[src/core/motor_ctl_pkg.sv]
// Constants shared by the motor start/stop and fault logic and its bench.
// Assumes an APB master with 32-bit data; every register is one aligned word.
package motor_ctl_pkg;
	localparam int APB_AW = 8;
	localparam int LI_COUNT = 6;

	// Register byte offsets
	localparam logic [7:0] ADDR_CTRL = 8'h00;
	localparam logic [7:0] ADDR_CMD = 8'h04;
	localparam logic [7:0] ADDR_STATUS = 8'h08;
	localparam logic [7:0] ADDR_MEM = 8'h0c;

	// Control register fields
	localparam int CTRL_MODE_BIT = 0;
	localparam int CTRL_WIRE3_BIT = 1;
	localparam int CTRL_STOPEN_BIT = 2;
	localparam int CTRL_DIAGEN_BIT = 3;
	localparam int CTRL_HMI_BIT = 4;
	localparam int CTRL_I3MEM_BIT = 5;
	localparam int CTRL_W = 6;
	localparam logic [5:0] CTRL_RST = 6'h04;

	// Command word fields
	localparam int CMD_FWD_BIT = 0;
	localparam int CMD_OUT23_BIT = 1;
	localparam int CMD_WARN_BIT = 2;
	localparam int CMD_RESET_BIT = 3;
	localparam int CMD_W = 3;
	localparam logic [2:0] CMD_RST = 3'h0;

	// Status word fields
	localparam int ST_IN_LSB = 0;
	localparam int ST_AUX1_BIT = 6;
	localparam int ST_AUX2_BIT = 7;
	localparam int ST_STOPKEY_BIT = 8;
	localparam int ST_RUN1_BIT = 9;
	localparam int ST_RUN2_BIT = 10;
	localparam int ST_FAULT_BIT = 11;
	localparam int ST_WARN_BIT = 12;
	localparam int ST_REMOTE_BIT = 13;
	localparam int ST_LATCH1_BIT = 14;
	localparam int ST_LATCH2_BIT = 15;

	// Logic input positions
	localparam int LI_START1 = 0;
	localparam int LI_START2 = 1;
	localparam int LI_FREE3 = 2;
	localparam int LI_STOP = 3;
	localparam int LI_RESET = 4;
	localparam int LI_REMOTE = 5;

	typedef enum logic {MODE_OVERLOAD, MODE_INDEPENDENT} mode_t;
	typedef enum logic [1:0] {CH_TERMINAL, CH_HMI, CH_NETWORK} channel_t;
endpackage

[src/core/motor_ctl.sv]
// Start/stop and fault control logic of a motor management relay, APB slave.
// Assumes all field inputs are already synchronous to i_clk and debounced.
`timescale 1ns/100ps
module motor_ctl (
	// Clock and reset
	input wire logic i_clk,
	input wire logic i_srst,
	// APB slave
	input wire logic i_psel,
	input wire logic i_penable,
	input wire logic i_pwrite,
	input wire logic [motor_ctl_pkg::APB_AW-1:0] i_paddr,
	input wire logic [31:0] i_pwdata,
	input wire logic [3:0] i_pstrb,
	output logic o_pready,
	output logic [31:0] o_prdata,
	output logic o_pslverr,
	// Field inputs
	input wire logic [motor_ctl_pkg::LI_COUNT-1:0] i_logic_in,
	input wire logic i_key_aux1,
	input wire logic i_key_aux2,
	input wire logic i_key_stop,
	input wire logic i_fault_det,
	input wire logic i_diag_err,
	input wire logic i_warn_det,
	input wire logic i_ctrl_volt_low,
	// Relay outputs, 1 = contact closed
	output logic o_run1,
	output logic o_run2,
	output logic o_warn,
	output logic o_fault_relay
);
	import motor_ctl_pkg::*;

	////////////////////////////////////////////////////////////////////////////////
	// Helpers

	function automatic logic addr_is(input logic [APB_AW-1:0] a, input logic [7:0] off);
		addr_is = (a == off);
	endfunction

	function automatic logic addr_known(input logic [APB_AW-1:0] a);
		addr_known = addr_is(a, ADDR_CTRL) | addr_is(a, ADDR_CMD) | addr_is(a, ADDR_STATUS) | addr_is(a, ADDR_MEM);
	endfunction

	////////////////////////////////////////////////////////////////////////////////
	// Declarations

	logic [CTRL_W-1:0] ctrl_r;
	logic [CMD_W-1:0] cmd_r;
	logic mem_r;
	logic mem_nxt;
	logic fault_r;
	logic fault_nxt;
	logic latch1_r;
	logic latch1_nxt;
	logic latch2_r;
	logic latch2_nxt;
	logic [LI_COUNT-1:0] in_r;
	logic [LI_COUNT-1:0] in_prev_r;
	logic [2:0] key_r;
	logic [2:0] key_prev_r;
	logic [31:0] prdata_r;
	logic pslverr_r;
	logic mode_prev_r;
	logic run1_r;
	logic run2_r;
	logic warn_r;
	logic fault_relay_r;

	logic wr_acc;
	logic rd_setup;
	logic sw_reset;
	logic [LI_COUNT-1:0] in_rise;
	logic [2:0] key_rise;
	mode_t mode;
	channel_t channel;
	logic wire3;
	logic start1_lvl;
	logic start2_lvl;
	logic start1_rise;
	logic start2_rise;
	logic stop_ok;
	logic stop_key_hold;
	logic diag_fault;
	logic reset_cmd;
	logic run1_nxt;
	logic run2_nxt;
	logic [31:0] status_word;

	////////////////////////////////////////////////////////////////////////////////
	// Input sampling and edge detection

	always_ff @(posedge i_clk) begin
		if (i_srst) begin
			in_r <= '0;
			in_prev_r <= '0;
			key_r <= 3'h0;
			key_prev_r <= 3'h0;
		end else begin
			in_r <= i_logic_in;
			in_prev_r <= in_r;
			key_r <= {i_key_stop, i_key_aux2, i_key_aux1};
			key_prev_r <= key_r;
		end
	end

	// Resetting both samples to zero means an input already high at release reads as one edge
	assign in_rise = in_r & ~in_prev_r;
	assign key_rise = key_r & ~key_prev_r;

	////////////////////////////////////////////////////////////////////////////////
	// Channel selection and start/stop sources

	assign mode = ctrl_r[CTRL_MODE_BIT] ? MODE_INDEPENDENT : MODE_OVERLOAD;
	assign wire3 = ctrl_r[CTRL_WIRE3_BIT];

	always_comb begin
		if (in_r[LI_REMOTE]) begin
			channel = CH_NETWORK;
		end else if (ctrl_r[CTRL_HMI_BIT]) begin
			channel = CH_HMI;
		end else begin
			channel = CH_TERMINAL;
		end
	end

	always_comb begin
		start1_lvl = 1'b0;
		start2_lvl = 1'b0;
		start1_rise = 1'b0;
		start2_rise = 1'b0;
		stop_ok = 1'b1;
		stop_key_hold = 1'b0;
		case (channel)
			CH_TERMINAL: begin
				start1_lvl = in_r[LI_START1];
				start2_lvl = in_r[LI_START2];
				start1_rise = in_rise[LI_START1];
				start2_rise = in_rise[LI_START2];
				// With the terminal stop disabled the fault contact must break the coil instead
				stop_ok = ~ctrl_r[CTRL_STOPEN_BIT] | in_r[LI_STOP];
			end
			CH_HMI: begin
				start1_lvl = key_r[0];
				start2_lvl = key_r[1];
				start1_rise = key_rise[0];
				start2_rise = key_rise[1];
				stop_ok = ~key_r[2];
				stop_key_hold = key_r[2];
			end
			default: begin
				// Network commands act as maintained commands whatever the wiring type
				start1_lvl = cmd_r[CMD_FWD_BIT];
				start2_lvl = cmd_r[CMD_OUT23_BIT];
			end
		endcase
	end

	////////////////////////////////////////////////////////////////////////////////
	// Fault handling

	assign diag_fault = i_diag_err & ((mode == MODE_INDEPENDENT) | ctrl_r[CTRL_DIAGEN_BIT]);
	assign reset_cmd = in_rise[LI_RESET] | sw_reset;

	always_comb begin
		fault_nxt = fault_r;
		if (i_fault_det | diag_fault) begin
			fault_nxt = 1'b1;
		end else if (reset_cmd) begin
			fault_nxt = 1'b0;
		end
	end

	always_ff @(posedge i_clk) begin
		if (i_srst) begin
			fault_r <= 1'b0;
		end else begin
			fault_r <= fault_nxt;
		end
	end

	////////////////////////////////////////////////////////////////////////////////
	// Impulse latches

	always_comb begin
		latch1_nxt = latch1_r;
		latch2_nxt = latch2_r;
		if (!wire3 || mode != MODE_INDEPENDENT || channel == CH_NETWORK || mode_prev_r != ctrl_r[CTRL_MODE_BIT]) begin
			latch1_nxt = 1'b0;
			latch2_nxt = 1'b0;
		end else if (!stop_ok || fault_r || i_ctrl_volt_low) begin
			latch1_nxt = 1'b0;
			latch2_nxt = 1'b0;
		end else begin
			if (start1_rise) begin
				latch1_nxt = 1'b1;
			end
			// Input two may only close output two; opening is left to the stop
			if (start2_rise) begin
				latch2_nxt = 1'b1;
			end
		end
		if (diag_fault) begin
			latch1_nxt = 1'b0;
		end
	end

	always_ff @(posedge i_clk) begin
		if (i_srst) begin
			latch1_r <= 1'b0;
			latch2_r <= 1'b0;
			mode_prev_r <= 1'b0;
		end else begin
			latch1_r <= latch1_nxt;
			latch2_r <= latch2_nxt;
			mode_prev_r <= ctrl_r[CTRL_MODE_BIT];
		end
	end

	////////////////////////////////////////////////////////////////////////////////
	// Relay outputs

	always_comb begin
		run1_nxt = 1'b0;
		run2_nxt = 1'b0;
		case (mode)
			MODE_OVERLOAD: begin
				run1_nxt = cmd_r[CMD_FWD_BIT];
				run2_nxt = cmd_r[CMD_OUT23_BIT];
			end
			MODE_INDEPENDENT: begin
				// Each output decided on its own sources only
				if (wire3 && channel != CH_NETWORK) begin
					run1_nxt = latch1_nxt;
					run2_nxt = latch2_nxt;
				end else begin
					run1_nxt = start1_lvl & ~stop_key_hold;
					run2_nxt = start2_lvl & ~stop_key_hold;
				end
				if (i_ctrl_volt_low) begin
					run1_nxt = 1'b0;
					run2_nxt = 1'b0;
				end
				if (diag_fault) begin
					run1_nxt = 1'b0;
				end
			end
			default: begin
				run1_nxt = 1'b0;
				run2_nxt = 1'b0;
			end
		endcase
	end

	always_ff @(posedge i_clk) begin
		if (i_srst) begin
			run1_r <= 1'b0;
			run2_r <= 1'b0;
			warn_r <= 1'b0;
			fault_relay_r <= 1'b0;
		end else begin
			run1_r <= run1_nxt;
			run2_r <= run2_nxt;
			warn_r <= (mode == MODE_OVERLOAD) ? cmd_r[CMD_WARN_BIT] : i_warn_det;
			// Contact is held open with no supply as well as on a fault
			fault_relay_r <= ~fault_nxt & ~i_ctrl_volt_low;
		end
	end

	assign o_run1 = run1_r;
	assign o_run2 = run2_r;
	assign o_warn = warn_r;
	assign o_fault_relay = fault_relay_r;

	////////////////////////////////////////////////////////////////////////////////
	// Memory bit from the free third input

	always_comb begin
		mem_nxt = mem_r;
		if (wr_acc && addr_is(i_paddr, ADDR_MEM) && i_pstrb[0] && i_pwdata[0]) begin
			mem_nxt = 1'b0;
		end
		// A set in the clearing cycle wins
		if (ctrl_r[CTRL_I3MEM_BIT] && in_r[LI_FREE3]) begin
			mem_nxt = 1'b1;
		end
	end

	always_ff @(posedge i_clk) begin
		if (i_srst) begin
			mem_r <= 1'b0;
		end else begin
			mem_r <= mem_nxt;
		end
	end

	////////////////////////////////////////////////////////////////////////////////
	// APB register file

	assign wr_acc = i_psel & i_penable & i_pwrite;
	assign rd_setup = i_psel & ~i_penable & ~i_pwrite;
	assign sw_reset = wr_acc & addr_is(i_paddr, ADDR_CMD) & i_pstrb[0] & i_pwdata[CMD_RESET_BIT];
	assign o_pready = 1'b1;

	always_ff @(posedge i_clk) begin
		if (i_srst) begin
			ctrl_r <= CTRL_RST;
			cmd_r <= CMD_RST;
		end else if (wr_acc && i_pstrb[0]) begin
			if (addr_is(i_paddr, ADDR_CTRL)) begin
				ctrl_r <= i_pwdata[CTRL_W-1:0];
			end
			if (addr_is(i_paddr, ADDR_CMD)) begin
				cmd_r <= i_pwdata[CMD_W-1:0];
			end
		end
	end

	always_comb begin
		status_word = 32'h0;
		status_word[ST_IN_LSB +: LI_COUNT] = in_r;
		status_word[ST_AUX1_BIT] = key_r[0];
		status_word[ST_AUX2_BIT] = key_r[1];
		status_word[ST_STOPKEY_BIT] = key_r[2];
		status_word[ST_RUN1_BIT] = run1_r;
		status_word[ST_RUN2_BIT] = run2_r;
		status_word[ST_FAULT_BIT] = fault_r;
		status_word[ST_WARN_BIT] = warn_r;
		status_word[ST_REMOTE_BIT] = in_r[LI_REMOTE];
		status_word[ST_LATCH1_BIT] = latch1_r;
		status_word[ST_LATCH2_BIT] = latch2_r;
	end

	// Read data is captured in the setup cycle so that a zero-wait access phase sees it
	always_ff @(posedge i_clk) begin
		if (i_srst) begin
			prdata_r <= 32'h0;
			pslverr_r <= 1'b0;
		end else if (i_psel && !i_penable) begin
			pslverr_r <= ~addr_known(i_paddr);
			prdata_r <= 32'h0;
			if (rd_setup) begin
				if (addr_is(i_paddr, ADDR_CTRL)) begin
					prdata_r <= {26'h0, ctrl_r};
				end else if (addr_is(i_paddr, ADDR_CMD)) begin
					prdata_r <= {29'h0, cmd_r};
				end else if (addr_is(i_paddr, ADDR_STATUS)) begin
					prdata_r <= status_word;
				end else if (addr_is(i_paddr, ADDR_MEM)) begin
					prdata_r <= {31'h0, mem_r};
				end
			end
		end
	end

	assign o_prdata = prdata_r;
	assign o_pslverr = pslverr_r & i_psel & i_penable;
endmodule

[config.mk]
export PLATFORM = sky130hd
export DESIGN_NAME = motor_ctl
export DESIGN_NICKNAME = d
export VERILOG_FILES = /design/src/core/motor_ctl_pkg.sv /design/src/core/motor_ctl.sv
export SDC_FILE = /design/constraint.sdc
export NUM_CORES = 1
export LEC_CHECK = 0
export ABC_AREA = 1
export BUFFER_PORTS_ARGS = -buffer_cell sky130_fd_sc_hd__buf_2
export CORE_ASPECT_RATIO = 0.8
export CORE_MARGIN = 2
export CORE_UTILIZATION = 30
export CTS_CLUSTER_DIAMETER = 120
export CTS_CLUSTER_SIZE = 14
export DETAILED_ROUTE_END_ITERATION = 10
export PLACE_DENSITY_LB_ADDON = 0.15
export SYNTH_ARGS = -nofsm -noshare
export SYNTH_HDL_FRONTEND = slang
export SYNTH_SLANG_ARGS = --single-unit
[constraint.sdc]
create_clock -name i_clk -period 2.1 [get_ports i_clk]
set_clock_uncertainty 0.05 [all_clocks]
set_input_delay 0.42 -clock i_clk [delete_from_list [all_inputs] [get_ports i_clk]]
set_output_delay 0.42 -clock i_clk [all_outputs]
set_load 0.005 [all_outputs]
==> results of run 1 <==
## registers in the layout (all words and copies together) (netlist names), 2 cells and up
signal,flops
cmd_r,3
ctrl_r,6
in_prev_r,3
in_r,6
key_prev_r,2
key_r,3
o_prdata,16
## through the flow
stage	power [µW]	hold slack, ps
global placement	1120	401
CTS	1700	246
floorplan	1090	370
detailed placement	1120	402
finish	1660	263
global route	1750	238
## worst max path at each step
stage,to,slack (ps),depth (start not counted)
floorplan,o_prdata[5]$_SDFFE_PP0P_,800,8
global placement,o_prdata[1]$_SDFFE_PP0P_,420,8
detailed placement,o_prdata[1]$_SDFFE_PP0P_,400,8
CTS,o_run1$_SDFF_PP0_,570,8
global route,o_run1$_SDFF_PP0_,410,8
finish,o_run1$_SDFF_PP0_,600,8
## report_power, final
| part | switching, µW | internal [µW] |
|---|---|---|
| clock | 303 | 261 |
| combinational | 88.7 | 49.4 |
| sequential | 13.0 | 945 |
## synthesized netlist by cell type
cell      number
nor3_4         1
nand2_2        1
clkinv_2       1
nand2_1       56
o211ai_1       5
buf_4         19
nor2_4         3
o21ai_0       12
dfxtp_1       49
a31oi_1        1
a21oi_1       29
buf_6          2
nor2_8         1
buf_1          2
nand2_4        1
nand3_2        4
inv_2          4
a21oi_2        2
nand3_1       18
nand3b_1       2
nor2_1        34
nor2_2         6
o21bai_4       1
o21ai_1        1
nand4_1        1
nand3_4        3
inv_1         36
clkbuf_1       2
conb_1         2
buf_2          1
## routing by layer
layer | vias to the layer above | track usage (%) | share of wire [%]
met5 | - | 0 | 0
met4 | 0 | 4.46 | 0.99
met3 | 5 | 3.23 | 6.1
met2 | 55 | 18.4 | 39
met1 | 826 | 20.6 | 54
li1 | 1017 | - | -
## cell families after synthesis
logic type	count (synthesis)	synth area share [%]
buf+inv	67	14.9
other cells	2	0.329
simple gates	131	29.2
compound gates	51	12.7
flops	49	42.9
## cell type report
class                           count  area [µm²]
Tap cell                          105         131
Fill cell                         852        4730
Multi-Input combinational cell    199        1020
Timing Repair Buffer               55         280
Sequential cell                    49         981
Clock buffer                        6        82.6
Inverter                           41         155
Clock inverter                      1        7.51
==> run metrics, run 1 <==
status finished clean; final net count just over 400; setup ws final 601 ps; Pwr Density 624 nW/µm²; H-tree Lvls 2; Max IR drop VDD around 210 µV; fmax roughly 670 MHz; post-CTS setup buffers 0; antenna violation net count after detailed routing 0; Site Rows 28; mean area per synthesized cell roughly 7.6 µm²; crit path DAT roughly 1700 ps; Tcrit/Tclk final 71.4%; Yosys reg bits 49; Initial Utilization just over 30%; CP max stage delay 580 ps; leading cell types in the layout, fill and taps excluded nand2_1, buf_2, dfxtp_1; Post-Route Utilization between 30% and 40%; count of final setup violators 0; Hold Crit Class in2reg; CTS max path bufs 2; Post-Place Cells ~450; Worst Setup End Kind flip-flop; sequential cell area fraction in the yosys report between 40% and 50%; final hold vios 0; total wire length about 5.3 mm; Lkg Pwr 0.00124 µW; I/O Pins 100; crit-path max FO 8; Synth top area share approximately 43%; Worst R2R End o_run1$_SDFF_PP0_; pin count of the biggest net entering global routing 37; yosys warns 0; Critical R2R Launch in_r[5]$_SDFF_PP0_; CP required about 2300 ps; ANT cells 0; clk_lat worst skew about 300 ps; vias in the first global route ~1700; placed wire-length estimate approximately 4.1 mm; GRT Overall Usage between 10% and 20%; Worst Setup SP in_r[5]$_SDFF_PP0_; crit-path leading delay family simple AND/OR/NAND/NOR gates; initial antenna violation count 0; Buffers & Inverters on Critical Path 0; CTS Buf Count 5; min cycle time layout 1500 ps; Synth area leader dfxtp_1; sequence of cells on the critical path nor2_1 -> nand2_1 -> nand2_1 -> nor2_1 -> nand3_1 -> nand2_1 -> nand2_1 -> a21oi_1; DR vias/cell approximately 4.2; WL per Instance between 10 and 15 µm; most common cell after layout, fill and taps aside nand2_1; MaxCap Viol Count 0; Post-CTS Resized 0; Final Cell Area 2660 µm²; 1st-pass router iterations 4; first-pass GRT wire length 8.71 mm; CTS tree built; via count about 1900; Worst Reg2Reg Path Length in Cells 8; GR Overflow Total 0; r2r setup slk ~600 ps; core area ~7400 µm²; die area 8340 µm²; WS Path Type reg2reg; synthesized cell area around 2300 µm²; DRT iter0 DRCs 60; Pins Over Slew Limit 0; drt drc 0; Finished Layout Cells around 460; DIE WIDTH slightly above 100 µm; WHS Path Cells 2; Crit-path slowest cell dfxtp_1; Port Buffer Count 53; most area-consuming cells after synthesis dfxtp_1, nand2_1, a21oi_1, buf_4, inv_1; RSZ-0062 raised after global routing false; startpoint types flip-flop; pre-CTS setup slack roughly 400 ps; min-delay src i_ctrl_volt_low; layout cells sized above 1 between 20% and 30%; Worst Hold Path EP o_fault_relay$_SDFF_PP0_; Syn-to-layout area delta 16.3%; Area after DPL about 2600 µm²; number of clock sinks 49; CP most frequent cell nand2_1; routability cong. approximately 0.84; Root Buffer clkbuf_8; Synth cell types 30; Gate Count Post-Synth 300; Die H 82.1 µm; hold buffer count at CTS 0; setup_tns 0 ps; clk slew on worst S/H paths about 90 ps
No activity file was read; power rests on OpenSTA's default activity.
==> run 2: changes to the inputs <==
==> constraint.sdc (replaced) <==
create_clock -name i_clk -period 1.25 [get_ports i_clk]
set_clock_uncertainty 0.05 [all_clocks]
set_input_delay 0.25 -clock i_clk [delete_from_list [all_inputs] [get_ports i_clk]]
set_output_delay 0.25 -clock i_clk [all_outputs]
set_load 0.005 [all_outputs]
==> run metrics, run 2 (same netlist as run 1, synthesis figures left out) <==
Lkg Pwr 0.00136 µW (+10%); Syn-to-layout area delta 28.7%; I/O Pins 100 (unchanged); CTS Buf Count 5 (unchanged); CP most frequent cell nand2_2; Port Buffer Count 53 (unchanged); Die H 82.1 µm (unchanged); Hold Crit Class in2reg; number of clock sinks 49 (unchanged); r2r setup slk -20 ps (-620 ps); CTS max path bufs 2 (unchanged); Worst Setup End Kind flip-flop; total wire length 5.49 mm (+4.4%); Crit-path slowest cell dfxtp_2; die area 8340 µm² (unchanged); GRT Overall Usage 14.1% (+0.56 points); crit path DAT 1470 ps (-210 ps); drt drc 0 (unchanged); Tcrit/Tclk final 102% (+30 points); final hold vios 0 (unchanged); initial antenna violation count 0 (unchanged); Site Rows 28 (unchanged); CP required 1450 ps (-830 ps); setup ws final -19.0 ps (-620 ps); GR Overflow Total 0 (unchanged); startpoint types flip-flop; minimum hold slack 79.0 ps (-184 ps); sequence of cells on the critical path buf_6 -> nor2_4 -> nand2_1 -> o211ai_1 -> nand3_1 -> nand2_2 -> nand2_2 -> a21oi_2; CTS tree built; first-pass GRT wire length 9.11 mm (+4.6%); layout cells sized above 1 34.9% (+9.3 points); final net count 436 (+5.6%); placed wire-length estimate 4.24 mm (+4.0%); hold buffer count at CTS 0 (unchanged); H-tree Lvls 2 (unchanged); Root Buffer clkbuf_8; clock share of power 34.5% (+0.5 points); fmax 788 MHz (+18%); failing checks setup timing; power share of the combinational group 9.6% (+1.3 points); core area 7390 µm² (unchanged); DRT iter0 DRCs 71 (+18%); Sequential Power Share 55.8% (-1.9 points); status finished with violations; setup_tns -19.0 ps (-19.0 ps); DR vias/cell 4.08 (-2.3%); MaxCap Viol Count 0 (unchanged); switching power total 778 µW (+92%); WL per Instance 11.4 µm (-0.82%); min cycle time layout 1270 ps (-230 ps); Pins Over Slew Limit 0 (unchanged); RSZ-0062 raised after global routing true; 1st-pass router iterations 4 (unchanged); clk slew on worst S/H paths 100 ps (about the same); clk_lat worst skew 310 ps (about the same); most common cell after layout, fill and taps aside buf_2; via count 1957 (+2.8%); pin count of the biggest net entering global routing 25 (-32%); antenna violation net count after detailed routing 0 (unchanged); WS Path Type reg2reg; CP max stage delay 340 ps (-240 ps); Max IR drop VDD 389 µV (+81%); ANT cells 0 (unchanged); # fillers 807 (-5.3%); Initial Utilization 30.9% (unchanged); crit-path max FO 5 (-3); switching share of power 27.0% (+2.6 points); routability cong. 0.850 (+0.81%); Internal 2110 µW (+68%); Post-Route Utilization 39.8% (+3.8 points); DIE WIDTH 102 µm (unchanged); post-CTS setup buffers 0 (unchanged); count of final setup violators 1 (+1); vias in the first global route 1818 (+6.4%); Pwr Density 980 nW/µm² (+57%); leading cell types in the layout, fill and taps excluded buf_2, nand2_1, dfxtp_1; max reg flops 16 (unchanged)
[run 2: changes by cell type in the layout (fill, tap and decap cells not counted), sizes merged]
cell and delta:
clkinv +1, buf +23, clkbuf -1, inv +1
[run 2: worst max-delay path, delay by kind of cell, from the launching register on]
kind	cells	cell delay, ps
AOI/OAI and AO/OA	2	210
buffers and inverters	1	110
DFF	1	340
and+or+nand+nor	5	500
[run 2: stage by stage]
stage	setup WS [ps]	instances	area, µm²	power (µW)
after CTS	2.45	480	2890	2920
after detailed placement	-149	472	2780	1920
after global placement	-136	472	2780	1920
after global routing	-96.9	480	2940	3000
final	-19.0	480	2940	2880
after floorplan	94.5	315	2340	1830
[run 2: routing by layer]
| layer | part of all wire, % | track usage (%) |
|---|---|---|
| met1 | 56 | 20.8 |
| met2 | 38 | 20.3 |
| met3 | 4.8 | 3.15 |
| met4 | 1.1 | 4.46 |
| met5 | 0 | 0 |
[run 2: layout make-up]
| type | count | area (µm²) | share of cell area (%) |
|---|---|---|---|
| flip-flops and latches | 49 | 987 | 33.5 |
| multi-input cells | 199 | 1080 | 36.7 |
| well taps | 105 | 131 | 4.46 |
| clock buffers | 5 | 68.8 | 2.34 |
| inverters | 41 | 155 | 5.27 |
| clock inverters | 3 | 25.0 | 0.850 |
| repair buffers | 78 | 494 | 16.8 |
[run 2: final timing paths]
kind                          startpoint                       to  cells past startpoint
setup reg to reg  ctrl_r[4]$_SDFFE_PP0P_        o_run1$_SDFF_PP0_                      8
hold reg to reg       in_r[0]$_SDFF_PP0_  in_prev_r[0]$_SDFF_PP0_                      2
setup / recovery  ctrl_r[4]$_SDFFE_PP0P_        o_run1$_SDFF_PP0_                      8
hold / removal             i_logic_in[2]       in_r[2]$_SDFF_PP0_                      3
[run 2: power groups by stage]
stage	Sequential [µW]	Clock (µW)	Combinational (µW)
floorplan	1630	0	193
global placement	1640	0	272
detailed placement	1640	0	273
CTS	1610	1040	276
global route	1610	1070	318
finish	1610	996	278
[run 2: repair_timing]
action,in CTS,in global routing
setup endpoints to repair,4,6
hold endpoints to repair,0,0
gates resized for setup,6,18
pin swaps,2,10
